`config.mk`:
```
export PLATFORM = sky130hd
export DESIGN_NAME = flash_status_protect
export DESIGN_NICKNAME = d
export VERILOG_FILES = /design/src/flash_pkg.sv /design/src/spi_link_if.sv /design/src/flash_status_protect.sv /design/src/spi_shifter.sv
export SDC_FILE = /design/constraint.sdc
export NUM_CORES = 1
export LEC_CHECK = 0
export ABC_AREA = 0
export BUFFER_PORTS_ARGS = -buffer_cell sky130_fd_sc_hd__buf_2
export CAP_MARGIN = 30
export CORE_MARGIN = 1.5
export CORE_UTILIZATION = 45
export CTS_CLUSTER_SIZE = 28
export DETAILED_ROUTE_END_ITERATION = 10
export GPL_TIMING_DRIVEN = 0
export REMOVE_ABC_BUFFERS = 1
export SETUP_SLACK_MARGIN = 0.3
export SKIP_LAST_GASP = 1
export SLEW_MARGIN = 0
export SYNTH_ARGS = -nofsm -noshare
export SYNTH_HDL_FRONTEND = slang
export SYNTH_SLANG_ARGS = --single-unit
export TNS_END_PERCENT = 1
```
`constraint.sdc`:
```
create_clock -name ref_clk -period 3.6 [get_ports ref_clk]
set_input_delay 0.18 -clock ref_clk [delete_from_list [all_inputs] [get_ports ref_clk]]
set_output_delay 0.18 -clock ref_clk [all_outputs]
set_load 0.005 [all_outputs]
```
`src/flash_pkg.sv`:
```
// Constants, encodings and timing for the serial flash status and protection block
// Behaviour
// - Busy flag is read-only; 1 while program, erase or status write runs.
// - Status write, program and all erases refused while the write latch is 0.
// - Latch-set instruction sets the write latch.
// - Latch-clear instruction clears the write latch.
// - Write latch clears itself when a status write, program or erase completes.
// - Protect select bits choose a protected area; program or erase there is inhibited.
// - Full array erase runs only when all three protect select bits are 0.
// - With the lock bit 0, status writes are accepted whatever the protect pin.
// - Lock bit 1 with protect pin low makes lock and protect bits read-only.
// - Lock bit 1 with protect pin high still lets status writes update.
// - Protect and lock bits persist over power cycles; only status writes change them.
// - Status read returns all eight status bits including busy and latch.
// - Protect and lock bits start at 0 from the factory.
// - Uniform 4 KB sectors grouped in 32 KB blocks set erase and protect granularity.
// - Input bits sampled on serial clock rise, output driven from its fall.
package flash_pkg;
    // ==========================================================
    // Timing
    localparam int CLK_KHZ = 20000;
    localparam int PROG_TIME_MS = 2;
    localparam int ERASE_TIME_MS = 10;
    localparam int STATUS_WRITE_TIME_MS = 5;
    localparam int PROG_CYCLES = PROG_TIME_MS * CLK_KHZ;
    localparam int ERASE_CYCLES = ERASE_TIME_MS * CLK_KHZ;
    localparam int STATUS_WRITE_CYCLES = STATUS_WRITE_TIME_MS * CLK_KHZ;
    localparam int TMR_W = 18;
    // ==========================================================
    // Instruction codes
    localparam logic [7:0] OP_LATCH_SET = 8'h06;
    localparam logic [7:0] OP_LATCH_CLEAR = 8'h04;
    localparam logic [7:0] OP_STATUS_READ = 8'h05;
    localparam logic [7:0] OP_STATUS_WRITE = 8'h01;
    localparam logic [7:0] OP_PAGE_PROG = 8'h02;
    localparam logic [7:0] OP_SECTOR_ERASE_A = 8'h20;
    localparam logic [7:0] OP_SECTOR_ERASE_B = 8'hd7;
    localparam logic [7:0] OP_BLOCK_ERASE = 8'hd8;
    localparam logic [7:0] OP_FULL_ERASE_A = 8'hc7;
    localparam logic [7:0] OP_FULL_ERASE_B = 8'h60;
    // ==========================================================
    // Byte positions in a frame, counted from 1
    localparam logic [2:0] IDX_OPCODE = 3'h1;
    localparam logic [2:0] IDX_ADDR_FIRST = 3'h2;
    localparam logic [2:0] IDX_ADDR_LAST = 3'h4;
    localparam logic [2:0] IDX_STATUS_DATA = 3'h2;
    localparam logic [2:0] LEN_SHORT = 3'h1;
    localparam logic [2:0] LEN_STATUS_WRITE = 3'h2;
    localparam logic [2:0] LEN_ERASE = 3'h4;
    localparam logic [2:0] LEN_PROG_MIN = 3'h5;
    localparam logic [2:0] LEN_MAX = 3'h7;
    // ==========================================================
    // Status register layout
    localparam int BUSY_BIT = 0;
    localparam int LATCH_BIT = 1;
    localparam int PROT_LO = 2;
    localparam int PROT_HI = 4;
    localparam int LOCK_BIT = 7;
    localparam logic [7:0] STATUS_RESET = 8'h00;
    localparam logic [7:0] NV_MASK = 8'h9c;
    // ==========================================================
    // Array map and protected areas
    localparam int ADDR_W = 17;
    localparam int SECTOR_W = 12;
    localparam int BLOCK_W = 15;
    localparam logic [ADDR_W-1:0] QUARTER_BASE = 17'h18000;
    localparam logic [ADDR_W-1:0] HALF_BASE = 17'h10000;
    localparam logic [1:0] PROT_NONE = 2'h0;
    localparam logic [1:0] PROT_QUARTER = 2'h1;
    localparam logic [1:0] PROT_HALF = 2'h2;
    localparam logic [TMR_W-1:0] TMR_ONE = 18'h00001;

    typedef enum logic [2:0] {OP_PROGRAM, OP_SECTOR, OP_BLOCK, OP_CHIP, OP_STATUS} array_op_t;
endpackage

```
`src/spi_link_if.sv`:
```
// Byte-level link between the serial shifter and the status core
interface spi_link_if;
    logic [7:0] rx_byte;
    logic rx_valid;
    logic [2:0] byte_cnt;
    logic frame_start;
    logic frame_end;
    logic aligned;
    logic wp_level;
    logic [7:0] tx_byte;
    logic tx_en;

    modport shifter (
        output rx_byte, rx_valid, byte_cnt, frame_start, frame_end, aligned, wp_level,
        input tx_byte, tx_en
    );
    modport core (
        input rx_byte, rx_valid, byte_cnt, frame_start, frame_end, aligned, wp_level,
        output tx_byte, tx_en
    );
endinterface

```
`src/flash_status_protect.sv`:
```
// Status register, write latch, busy timing and write protection of the serial flash
module flash_status_protect #(
    parameter int PROG_CYCLES = flash_pkg::PROG_CYCLES,
    parameter int ERASE_CYCLES = flash_pkg::ERASE_CYCLES,
    parameter int STATUS_WRITE_CYCLES = flash_pkg::STATUS_WRITE_CYCLES
) (
    // Clock, reset, enable
    input wire logic ref_clk,
    input wire logic rst_n,
    input wire logic ce,
    // Serial pins
    input wire logic sck,
    input wire logic cs_n,
    input wire logic si,
    input wire logic wp_n,
    output logic so,
    output logic so_oe,
    // Nonvolatile copy of lock and protect bits
    input wire logic [7:0] nv_image,
    output logic nv_store,
    output logic [7:0] nv_data,
    // Array operation start
    output logic op_start,
    output flash_pkg::array_op_t op_kind,
    output logic [flash_pkg::ADDR_W-1:0] op_addr,
    output logic busy
);
    spi_link_if link ();

    logic [7:0] opcode_r;
    logic [23:0] addr_r;
    logic [7:0] wdata_r;
    logic latch_r;
    logic [2:0] prot_r;
    logic lock_r;
    logic [flash_pkg::TMR_W-1:0] tmr_r;
    logic [7:0] status_word;
    logic [flash_pkg::ADDR_W-1:0] addr17;
    logic exec;
    logic wr_ok;
    logic is_set;
    logic is_clr;
    logic is_wsr;
    logic st_wr_ok;
    logic prog_ok;
    logic sec_ok;
    logic blk_ok;
    logic chip_ok;
    logic start;
    logic done;
    flash_pkg::array_op_t kind_nxt;
    logic [flash_pkg::ADDR_W-1:0] addr_nxt;
    logic [flash_pkg::TMR_W-1:0] tmr_nxt;

    spi_shifter u_shift (
        .ref_clk(ref_clk),
        .rst_n(rst_n),
        .ce(ce),
        .sck(sck),
        .cs_n(cs_n),
        .si(si),
        .wp_n(wp_n),
        .so(so),
        .so_oe(so_oe),
        .link(link)
    );

    function automatic logic prot_hit_f(input logic [2:0] bp, input logic [flash_pkg::ADDR_W-1:0] a);
        logic hit;
        hit = 1'b0;
        case (bp[1:0])
            flash_pkg::PROT_NONE: hit = 1'b0;
            flash_pkg::PROT_QUARTER: hit = (a >= flash_pkg::QUARTER_BASE);
            flash_pkg::PROT_HALF: hit = (a >= flash_pkg::HALF_BASE);
            default: hit = 1'b1;
        endcase
        // Top select bit protects everything at this density
        return hit | bp[2];
    endfunction

    // ==========================================================
    // Status word and read path
    always_comb begin
        status_word = flash_pkg::STATUS_RESET;
        status_word[flash_pkg::BUSY_BIT] = busy;
        status_word[flash_pkg::LATCH_BIT] = latch_r;
        status_word[flash_pkg::PROT_HI:flash_pkg::PROT_LO] = prot_r;
        status_word[flash_pkg::LOCK_BIT] = lock_r;
    end

    assign link.tx_byte = status_word;
    assign link.tx_en = (opcode_r == flash_pkg::OP_STATUS_READ) && (link.byte_cnt >= flash_pkg::LEN_SHORT);

    // ==========================================================
    // Instruction capture
    always_ff @(posedge ref_clk) begin
        if (!rst_n) begin
            opcode_r <= 8'h00;
            addr_r <= 24'h000000;
            wdata_r <= 8'h00;
        end else if (ce && link.rx_valid) begin
            if (link.byte_cnt == flash_pkg::IDX_OPCODE) begin
                opcode_r <= link.rx_byte;
            end
            if (link.byte_cnt >= flash_pkg::IDX_ADDR_FIRST && link.byte_cnt <= flash_pkg::IDX_ADDR_LAST) begin
                addr_r <= {addr_r[15:0], link.rx_byte};
            end
            if (link.byte_cnt == flash_pkg::IDX_STATUS_DATA) begin
                wdata_r <= link.rx_byte;
            end
        end else if (ce && link.frame_start) begin
            // A new frame never inherits the previous opcode
            opcode_r <= 8'h00;
        end
    end

    // ==========================================================
    // Acceptance; partial bytes at deselect cancel the instruction
    assign exec = link.frame_end & link.aligned;
    assign addr17 = addr_r[flash_pkg::ADDR_W-1:0];
    assign wr_ok = latch_r & ~busy;
    assign is_set = (opcode_r == flash_pkg::OP_LATCH_SET) && (link.byte_cnt == flash_pkg::LEN_SHORT);
    assign is_clr = (opcode_r == flash_pkg::OP_LATCH_CLEAR) && (link.byte_cnt == flash_pkg::LEN_SHORT);
    assign is_wsr = (opcode_r == flash_pkg::OP_STATUS_WRITE) && (link.byte_cnt == flash_pkg::LEN_STATUS_WRITE);
    assign st_wr_ok = exec & is_wsr & wr_ok & ~(lock_r & ~link.wp_level);
    assign prog_ok = exec & wr_ok & ~prot_hit_f(prot_r, addr17) &
        (opcode_r == flash_pkg::OP_PAGE_PROG) & (link.byte_cnt >= flash_pkg::LEN_PROG_MIN);
    assign sec_ok = exec & wr_ok & ~prot_hit_f(prot_r, addr17) & (link.byte_cnt == flash_pkg::LEN_ERASE) &
        ((opcode_r == flash_pkg::OP_SECTOR_ERASE_A) | (opcode_r == flash_pkg::OP_SECTOR_ERASE_B));
    assign blk_ok = exec & wr_ok & ~prot_hit_f(prot_r, addr17) & (link.byte_cnt == flash_pkg::LEN_ERASE) &
        (opcode_r == flash_pkg::OP_BLOCK_ERASE);
    assign chip_ok = exec & wr_ok & (prot_r == 3'h0) & (link.byte_cnt == flash_pkg::LEN_SHORT) &
        ((opcode_r == flash_pkg::OP_FULL_ERASE_A) | (opcode_r == flash_pkg::OP_FULL_ERASE_B));
    assign start = st_wr_ok | prog_ok | sec_ok | blk_ok | chip_ok;
    assign done = busy & (tmr_r == flash_pkg::TMR_ONE);

    always_comb begin
        kind_nxt = flash_pkg::OP_PROGRAM;
        addr_nxt = addr17;
        tmr_nxt = flash_pkg::TMR_W'(PROG_CYCLES);
        if (st_wr_ok) begin
            kind_nxt = flash_pkg::OP_STATUS;
            tmr_nxt = flash_pkg::TMR_W'(STATUS_WRITE_CYCLES);
        end else if (sec_ok) begin
            kind_nxt = flash_pkg::OP_SECTOR;
            addr_nxt = {addr17[flash_pkg::ADDR_W-1:flash_pkg::SECTOR_W], {flash_pkg::SECTOR_W{1'b0}}};
            tmr_nxt = flash_pkg::TMR_W'(ERASE_CYCLES);
        end else if (blk_ok) begin
            kind_nxt = flash_pkg::OP_BLOCK;
            addr_nxt = {addr17[flash_pkg::ADDR_W-1:flash_pkg::BLOCK_W], {flash_pkg::BLOCK_W{1'b0}}};
            tmr_nxt = flash_pkg::TMR_W'(ERASE_CYCLES);
        end else if (chip_ok) begin
            kind_nxt = flash_pkg::OP_CHIP;
            addr_nxt = '0;
            tmr_nxt = flash_pkg::TMR_W'(ERASE_CYCLES);
        end
    end

    // ==========================================================
    // Operation timer and busy flag
    always_ff @(posedge ref_clk) begin
        if (!rst_n) begin
            busy <= 1'b0;
            tmr_r <= '0;
            op_start <= 1'b0;
            op_kind <= flash_pkg::OP_PROGRAM;
            op_addr <= '0;
        end else if (ce) begin
            op_start <= start;
            if (start) begin
                busy <= 1'b1;
                tmr_r <= tmr_nxt;
                op_kind <= kind_nxt;
                op_addr <= addr_nxt;
            end else if (done) begin
                busy <= 1'b0;
                tmr_r <= '0;
            end else if (busy) begin
                tmr_r <= tmr_r - flash_pkg::TMR_ONE;
            end
        end
    end

    // ==========================================================
    // Write latch: a set in the completion cycle wins over the auto clear
    always_ff @(posedge ref_clk) begin
        if (!rst_n) begin
            latch_r <= 1'b0;
        end else if (ce) begin
            if (exec && is_set) begin
                latch_r <= 1'b1;
            end else if ((exec && is_clr) || done) begin
                latch_r <= 1'b0;
            end
        end
    end

    // ==========================================================
    // Lock and protect bits; reset reloads them from the nonvolatile copy
    always_ff @(posedge ref_clk) begin
        if (!rst_n) begin
            prot_r <= nv_image[flash_pkg::PROT_HI:flash_pkg::PROT_LO];
            lock_r <= nv_image[flash_pkg::LOCK_BIT];
            nv_store <= 1'b0;
            nv_data <= flash_pkg::STATUS_RESET;
        end else if (ce) begin
            nv_store <= st_wr_ok;
            if (st_wr_ok) begin
                prot_r <= wdata_r[flash_pkg::PROT_HI:flash_pkg::PROT_LO];
                lock_r <= wdata_r[flash_pkg::LOCK_BIT];
                nv_data <= wdata_r & flash_pkg::NV_MASK;
            end
        end
    end
endmodule

```
`src/spi_shifter.sv`:
```
// Pin synchronisers and serial byte shifter for the flash status block
module spi_shifter (
    // Clock, reset, enable
    input wire logic ref_clk,
    input wire logic rst_n,
    input wire logic ce,
    // Serial pins
    input wire logic sck,
    input wire logic cs_n,
    input wire logic si,
    input wire logic wp_n,
    output logic so,
    output logic so_oe,
    // Byte side
    spi_link_if.shifter link
);
    // [0] first stage, [1] second stage, [2] previous second stage for edges
    logic [2:0] sck_q;
    logic [2:0] cs_q;
    logic [1:0] si_q;
    logic [1:0] wp_q;
    logic [2:0] bit_cnt_r;
    logic [7:0] sh_r;
    logic [7:0] tx_sh_r;
    logic sck_rise;
    logic sck_fall;
    logic sel;
    logic cs_fall;

    // ==========================================================
    // Synchronisers
    always_ff @(posedge ref_clk) begin
        if (!rst_n) begin
            sck_q <= 3'h0;
            cs_q <= 3'h7;
            si_q <= 2'h0;
            wp_q <= 2'h0;
        end else if (ce) begin
            sck_q <= {sck_q[1:0], sck};
            cs_q <= {cs_q[1:0], cs_n};
            si_q <= {si_q[0], si};
            wp_q <= {wp_q[0], wp_n};
        end
    end

    assign sck_rise = sck_q[1] & ~sck_q[2];
    assign sck_fall = ~sck_q[1] & sck_q[2];
    assign sel = ~cs_q[1];
    assign cs_fall = cs_q[2] & ~cs_q[1];
    assign link.aligned = (bit_cnt_r == 3'h0);
    assign link.wp_level = wp_q[1];

    // ==========================================================
    // Frame edges
    always_ff @(posedge ref_clk) begin
        if (!rst_n) begin
            link.frame_start <= 1'b0;
            link.frame_end <= 1'b0;
        end else if (ce) begin
            link.frame_start <= cs_fall;
            link.frame_end <= ~cs_q[2] & cs_q[1];
        end
    end

    // ==========================================================
    // Receive: MSB first, sampled on the serial clock rise
    always_ff @(posedge ref_clk) begin
        if (!rst_n) begin
            bit_cnt_r <= 3'h0;
            sh_r <= 8'h00;
            link.rx_byte <= 8'h00;
            link.rx_valid <= 1'b0;
            link.byte_cnt <= 3'h0;
        end else if (ce) begin
            link.rx_valid <= 1'b0;
            if (cs_fall) begin
                bit_cnt_r <= 3'h0;
                link.byte_cnt <= 3'h0;
            end else if (sel && sck_rise) begin
                sh_r <= {sh_r[6:0], si_q[1]};
                bit_cnt_r <= bit_cnt_r + 3'h1;
                if (bit_cnt_r == 3'h7) begin
                    link.rx_byte <= {sh_r[6:0], si_q[1]};
                    link.rx_valid <= 1'b1;
                    // Saturates: only the first bytes of a frame matter here
                    if (link.byte_cnt != flash_pkg::LEN_MAX) begin
                        link.byte_cnt <= link.byte_cnt + 3'h1;
                    end
                end
            end
        end
    end

    // ==========================================================
    // Transmit: reload at each byte boundary so a status poll stays fresh
    always_ff @(posedge ref_clk) begin
        if (!rst_n) begin
            tx_sh_r <= 8'h00;
            so <= 1'b0;
            so_oe <= 1'b0;
        end else if (ce) begin
            // The byte count clears on the select edge, so its stale value must not enable the pin
            so_oe <= sel & ~cs_fall & link.tx_en;
            if (sel && sck_fall) begin
                if (bit_cnt_r == 3'h0) begin
                    so <= link.tx_byte[7];
                    tx_sh_r <= {link.tx_byte[6:0], 1'b0};
                end else begin
                    so <= tx_sh_r[7];
                    tx_sh_r <= {tx_sh_r[6:0], 1'b0};
                end
            end
        end
    end
endmodule

```
After elaboration in Yosys (flattened, before gate mapping)
Cells that the tools add are included.
{"block": "word_totals", "register_bits": 127, "in_bits": 15, "out_inout_bits": 33, "word_cells": 172}
{"block": "op_classes", "add_sub_neg": 3, "order_cmp": 6, "eq_ne": 21, "n_mux": 40, "bitwise_logic": 39, "n_reduce_logical": 36}
{"operator": "$mux 18", "count": 7}
{"operator": "$mux 17", "count": 4}
{"operator": "$ge 17x17->1 const B", "count": 2}
{"operator": "$mux 8", "count": 4}
{"operator": "$mux 3", "count": 10}
{"operator": "$eq 8x3->1 const B", "count": 3}
{"operator": "$eq 8x8->1 const B", "count": 3}
{"operator": "$and 1x1->1", "count": 23}
{"operator": "$reduce_and 2->1", "count": 11}
{"operator": "$eq 18x1->1 const B", "count": 1}
{"operator": "$sub 18x1->18 const B", "count": 1}
{"operator": "$reduce_bool 2->1", "count": 6}
{"operator": "$logic_and 1x1->1", "count": 11}
{"operator": "$mux 1", "count": 11}
{"operator": "$not 1->1", "count": 9}
{"operator": "$eq 8x1->1 const B", "count": 1}
{"operator": "$eq 8x2->1 const B", "count": 1}
{"operator": "$eq 8x6->1 const B", "count": 1}
{"operator": "$eq 8x7->1 const B", "count": 1}
{"operator": "$reduce_and 4->1", "count": 2}
{"operator": "$or 1x1->1", "count": 7}
{"operator": "$add 3x1->3 const B", "count": 2}
{"operator": "$eq 3x3->1 const B", "count": 2}
{"operator": "$logic_not 3->1", "count": 2}
{"operator": "16 further kinds", "count": 20}

Longest topological paths before layout
{"block": "depth", "ltp_word": 13, "depth_mapped": 11}

By module
A second synthesis with hierarchy kept.
{"block": "unflattened", "cells_unflattened": 627, "area_unflattened_um2": 5710.5}
{"mod": "flash_status_protect", "n_inst": 1, "cells_per_inst": 443, "area_each_um2": 3857.4, "seq_area_each_um2": 1621.6}
{"mod": "spi_shifter", "n_inst": 1, "cells_per_inst": 184, "area_each_um2": 1853.0, "seq_area_each_um2": 860.8}

Worst setup path before layout
No wires, ideal clock.
{"block": "synth_timing", "path_type": "reg2reg", "startpoint": "reg opcode_r[6]", "endpoint": "reg op_kind[2]", "setup_ns": 0.132, "t_arrival_ns": 2.252, "required_time_ns": 3.468, "setup_slack_ns": 1.216, "path_stages_with_launch": 10, "path_buffers": 2, "synth_period_minus_slack_ns": 2.384, "cell_sequence": "dfxtp_1 -> or4_1 -> or2_0 -> buf_2 -> or4_4 -> nand2b_2 -> o21ai_0 -> clkbuf_1 -> nand2_1 -> a21oi_1"}
{"block": "synth_via", "elab_chain_cells": 10, "word_cells_on_any_way": 24, "classes_between": "eq/ne: 7; mux: 1; bitwise: 14; reduce/logical: 2"}
{"element": "from (decl)", "line": "flash_status_protect.sv:30", "rtl": "logic [7:0] opcode_r;"}
{"element": "from (signal assigned)", "line": "flash_status_protect.sv:103", "rtl": "opcode_r <= link.rx_byte;"}
{"element": "$eq 8x1->1", "line": "flash_status_protect.sv:124", "rtl": "assign is_wsr = (opcode_r == flash_pkg::OP_STATUS_WRITE) && (link.byte_cnt == flash_pkg::LEN_STATUS_WRITE);"}
{"element": "$logic_and 1x1->1", "line": "flash_status_protect.sv:124"}
{"element": "$and 1x1->1 (3 in series)", "line": "flash_status_protect.sv:125", "rtl": "assign st_wr_ok = exec & is_wsr & wr_ok & ~(lock_r & ~link.wp_level);"}
{"element": "$or 1x1->1 (4 in series)", "line": "flash_status_protect.sv:134", "rtl": "assign start = st_wr_ok | prog_ok | sec_ok | blk_ok | chip_ok;"}
{"element": "$reduce_and 2->1 (no line)"}
{"element": "to (signal assigned)", "line": "flash_status_protect.sv:166", "rtl": "op_kind <= flash_pkg::OP_PROGRAM;"}
{"element": "to (signal assigned)", "line": "flash_status_protect.sv:173", "rtl": "op_kind <= kind_nxt;"}
{"element": "to (decl)", "line": "flash_status_protect.sv:24", "rtl": "output flash_pkg::array_op_t op_kind,"}
Several ways; a longest one is shown, not always the timed one.
A chain may end at the register's enable or synchronous reset.

Worst setup path in the final report
{"block": "layout_timing", "startpoint": "reg u_shift.link.byte_cnt[1]", "endpoint": "reg tmr_r[2] (netlist name)"}
{"block": "layout_via", "elab_chain_cells": 11, "word_cells_on_any_way": 24, "classes_between": "order compare: 1; eq/ne: 3; mux: 4; bitwise: 13; reduce/logical: 3"}
{"element": "from (decl)", "line": "spi_link_if.sv:14", "rtl": "output rx_byte, rx_valid, byte_cnt, frame_start, frame_end, aligned, wp_level,"}
{"element": "from (signal assigned)", "line": "spi_shifter.sv:87", "rtl": "link.byte_cnt <= link.byte_cnt + 3'h1;"}
{"element": "$eq 3x2->1", "line": "flash_status_protect.sv:124"}
{"element": "$logic_and 1x1->1", "line": "flash_status_protect.sv:124"}
{"element": "$and 1x1->1 (3 in series)", "line": "flash_status_protect.sv:125"}
{"element": "$or 1x1->1 (4 in series)", "line": "flash_status_protect.sv:134"}
{"element": "$reduce_bool 3->1 (no line)"}
{"element": "$reduce_and 2->1 (no line)"}
{"element": "to (signal assigned)", "line": "flash_status_protect.sv:172", "rtl": "tmr_r <= tmr_nxt;"}
{"element": "to (signal assigned)", "line": "flash_status_protect.sv:179", "rtl": "tmr_r <= tmr_r - flash_pkg::TMR_ONE;"}
{"element": "to (decl)", "line": "flash_status_protect.sv:36", "rtl": "logic [flash_pkg::TMR_W-1:0] tmr_r;"}
Several ways; a longest one is shown, not always the timed one.

==> flow_summary.toml <==
[synthesis]
synthTopCellsByArea = "dfxtp_1, mux2i_1, a21oi_1"
ys_types = 56
async_flop_share_pct = 0
synth_top_area_share_pct = 43.16
synth_seq_area_share_pct = 45.36
synth_edf_count = 4
avgSynthCellArea_sq_um = 8.420
ys_warn_count = 0
synth_top_area_cell = "dfxtp_1"
netlist_area_sq_um = 5473
synth-seq-cells = 122
synthCells = 650
synth_flop_cell = "dfxtp_1"

[worst_setup_path]
critical_path_arrival_ns = 3.40
crit_chain = "inv_1, ha_1, nor2b_2, nor3b_1, nand4_1, o21a_1, and3_1, a21oi_1, a211oi_1"
crit_path_end_kind = "flip-flop"
cpLargestDelayFamily = "simple AND/OR/NAND/NOR gates"
crit_required_ns = 3.93
critPathMaxFanout = 18
cp_slowest_cell = "o21a_1"
cpPeakStageDelay_ns = 0.63
crit_type = "flip-flop to flip-flop"
cp-start-kind = "flip-flop"
critPathBufInv = 1

[global_route]
grt_max_degree = 76
grt_antenna_before_repair = 0
grt_pass1_vias = 4300
grt_overflow = 0
grt.total_usage_pct = 20.68
grt_pass1_wl_mm = 20.84

[clocking]
htree_levels = 4
cts_setup_buffers = 0
clockBufferDepth = 2
clkLatencyLatePin_ns = 0.42
cts_buffers = 17
cts_tree = "yes"
cts_root_buffer = "clkbuf_16"
clock-sinks = 122
path_clk_slew_ns = 0.05

[route]
wl_per_cell_microns = 15.09
drc = 0
vias_per_cell = 5.633
drt_pass1_iterations = 7
routed_wl_mm = 12.59
ant_nets = 0
num_vias = 4698
dr.first_iter.drc_count = 293

[power]
p_sw_w = 0.0006594
p_leak_nw = 2.600
p_clk_share_pct = 53.4
powerDensity_nw_per_um2 = 487.1
pwr-share-comb_pct = 2.2
ir_drop_mv = 0.3039
internal-power_w = 0.002436
p_seq_share_pct = 44.4
swShare_pct = 21.30

[sta]
hold_viol = 0
slew_viol_final = 0
setup_viol = 0
max_freq_ghz = 0.3260
worst_pin_slew_ns = 0.9290
period_minus_slack_ns = 3.068
slew_headroom_pct = 38.06
fin_skew_ns = 0.005196
rsz0062_at_grt = "no"
finalCritPeriodShare_pct = 85.22

[cells_and_area]
synthToLayoutAreaGrowth_pct = 16.12
stdcell_count = 834
diodes = 0
final_cell_mix = "dfxtp_1, nor2_1, nand2_1, a21oi_1, mux2i_1"
layout_commonest_cell = "dfxtp_1"
fin_util_pct = 53.13
nNetsFinal = 698
layout-drive-gt1-share_pct = 13.39

[placement]
dp_hpwl_mm = 8.309
gp_congestion = 0.8444
dpl.cell_count = 798
port_buffers = 39

[floorplanning]
core_area_sq_um = 11960
num_rows = 40
die_h_microns = 113.3
start_util_pct = 45.75
die_w_microns = 113.3
io_pins = 48
die_area_sq_um = 12830

[flow_run]
drv_cap = 0

[worst_hold_path]
hold_path_class = "input pin to flip-flop"

[run_status]
status = "finished clean"
worst paths after layout:
check | start | endpoint | slack [ns] | cells after the start
setup reg to reg | u_shift.link.byte_cnt[1] | tmr_r[2] | 0.53 | 9
setup / recovery | u_shift.link.byte_cnt[1] | tmr_r[2] | 0.53 | 9
hold reg to reg | op_addr[15] | op_addr[15] | 0.44 | 2
hold / removal | nv_image[2] | prot_r[0] | 0.06 | 2
routing by layer:
metal,share of wire (%),wire length (microns),GRT usage (%),vias to the layer above
li1,-,-,-,2351
met5,0,0,0,-
met1,49,6132,27.47,2195
met4,1.7,215,9.250,0
met3,4.6,574,5.249,22
met2,45,5662,31.80,130
cell usage after synthesis (11+ instances only):
library cell	count
dfxtp_1	118
nor2_1	80
nand2_1	73
a21oi_1	70
mux2i_1	43
nand3_1	40
clkbuf_1	34
o21ai_0	20
nor3_1	16
nand4_1	13
nand2b_1	11
or3_1	11
per-stage QoR:
step                      setup slack (ns)  setup TNS, ns  hold WS, ns  instance area, sq um  power (W)
after detailed placement            0.4283              0       0.4097                  5732   0.001468
final                               0.5322              0      0.06025                  6355   0.003096
after floorplan                     0.3231              0       0.2419                  5275   0.001433
after CTS                           0.4000              0      0.04959                  6352   0.003124
after global placement             -0.8098         -18.36       0.4036                  5654   0.001462
after global routing                0.3325              0      0.05582                  6355   0.003193
state kept, by name, indices dropped and copies added (netlist names), 2 cells and up:
register and count:
tmr_r 18, addr_r 17, op_addr 17, opcode_r 8
u_shift.link.rx_byte 8, u_shift.sh_r 7, u_shift.tx_sh_r 7, nv_data 4
wdata_r 4, op_kind 3, prot_r 3, u_shift.bit_cnt_r 3
u_shift.cs_q 3, u_shift.link.byte_cnt 3, u_shift.sck_q 3, u_shift.si_q 2
u_shift.wp_q 2
final cells by class:
cell class / instances / area, sq um
clock buffers: 20 / 456.7
clock inverters: 12 / 123.9
multi-input cells: 476 / 2771
well taps: 147 / 183.9
flip-flops and latches: 122 / 2482
inverters: 9 / 36.28
fillers: 1105 / 5607
repair buffers: 48 / 300.3
worst register-to-register path, cell delays in order, from the launching register on:
cell and delay, ns:
dfxtp_1 0.42, inv_1 0.07, ha_1 0.22, nor2b_2 0.23, nor3b_1 0.17, nand4_1 0.29
o21a_1 0.63, and3_1 0.56, a21oi_1 0.13, a211oi_1 0.25
timing repair:
action                     4_1_cts  5_1_grt
setup endpoints to repair        0       11
hold buffers                     4        0
hold endpoints to repair         4        0
gates resized for setup          0        1
power by group through the flow:
stage	sequential [W]	clock [W]	combinational (W)
finish	0.00137	0.00165	0.0000670
global route	0.00137	0.00174	0.0000748
CTS	0.00137	0.00168	0.0000681
detailed placement	0.00140	0	0.0000647
global placement	0.00140	0	0.0000592
floorplan	0.00140	0	0.0000332
logic make-up (layout without fill, tap and decap cells):
kind of cell               count (synthesis)  count (layout)  share of synthesized area (%)
other                                      1               4                        0.06852
and+or+nand+nor                          292             292                          26.02
muxes                                     48              48                          8.893
adders and majority gates                  9               9                          2.058
xor gates and xnor gates                   1               1                         0.1601
DFF                                      122             122                          45.36
AOI/OAI and AO/OA                        122             122                          13.01
buffers and inverters                     55              89                          4.435
Power figures use the tool's default switching activity.
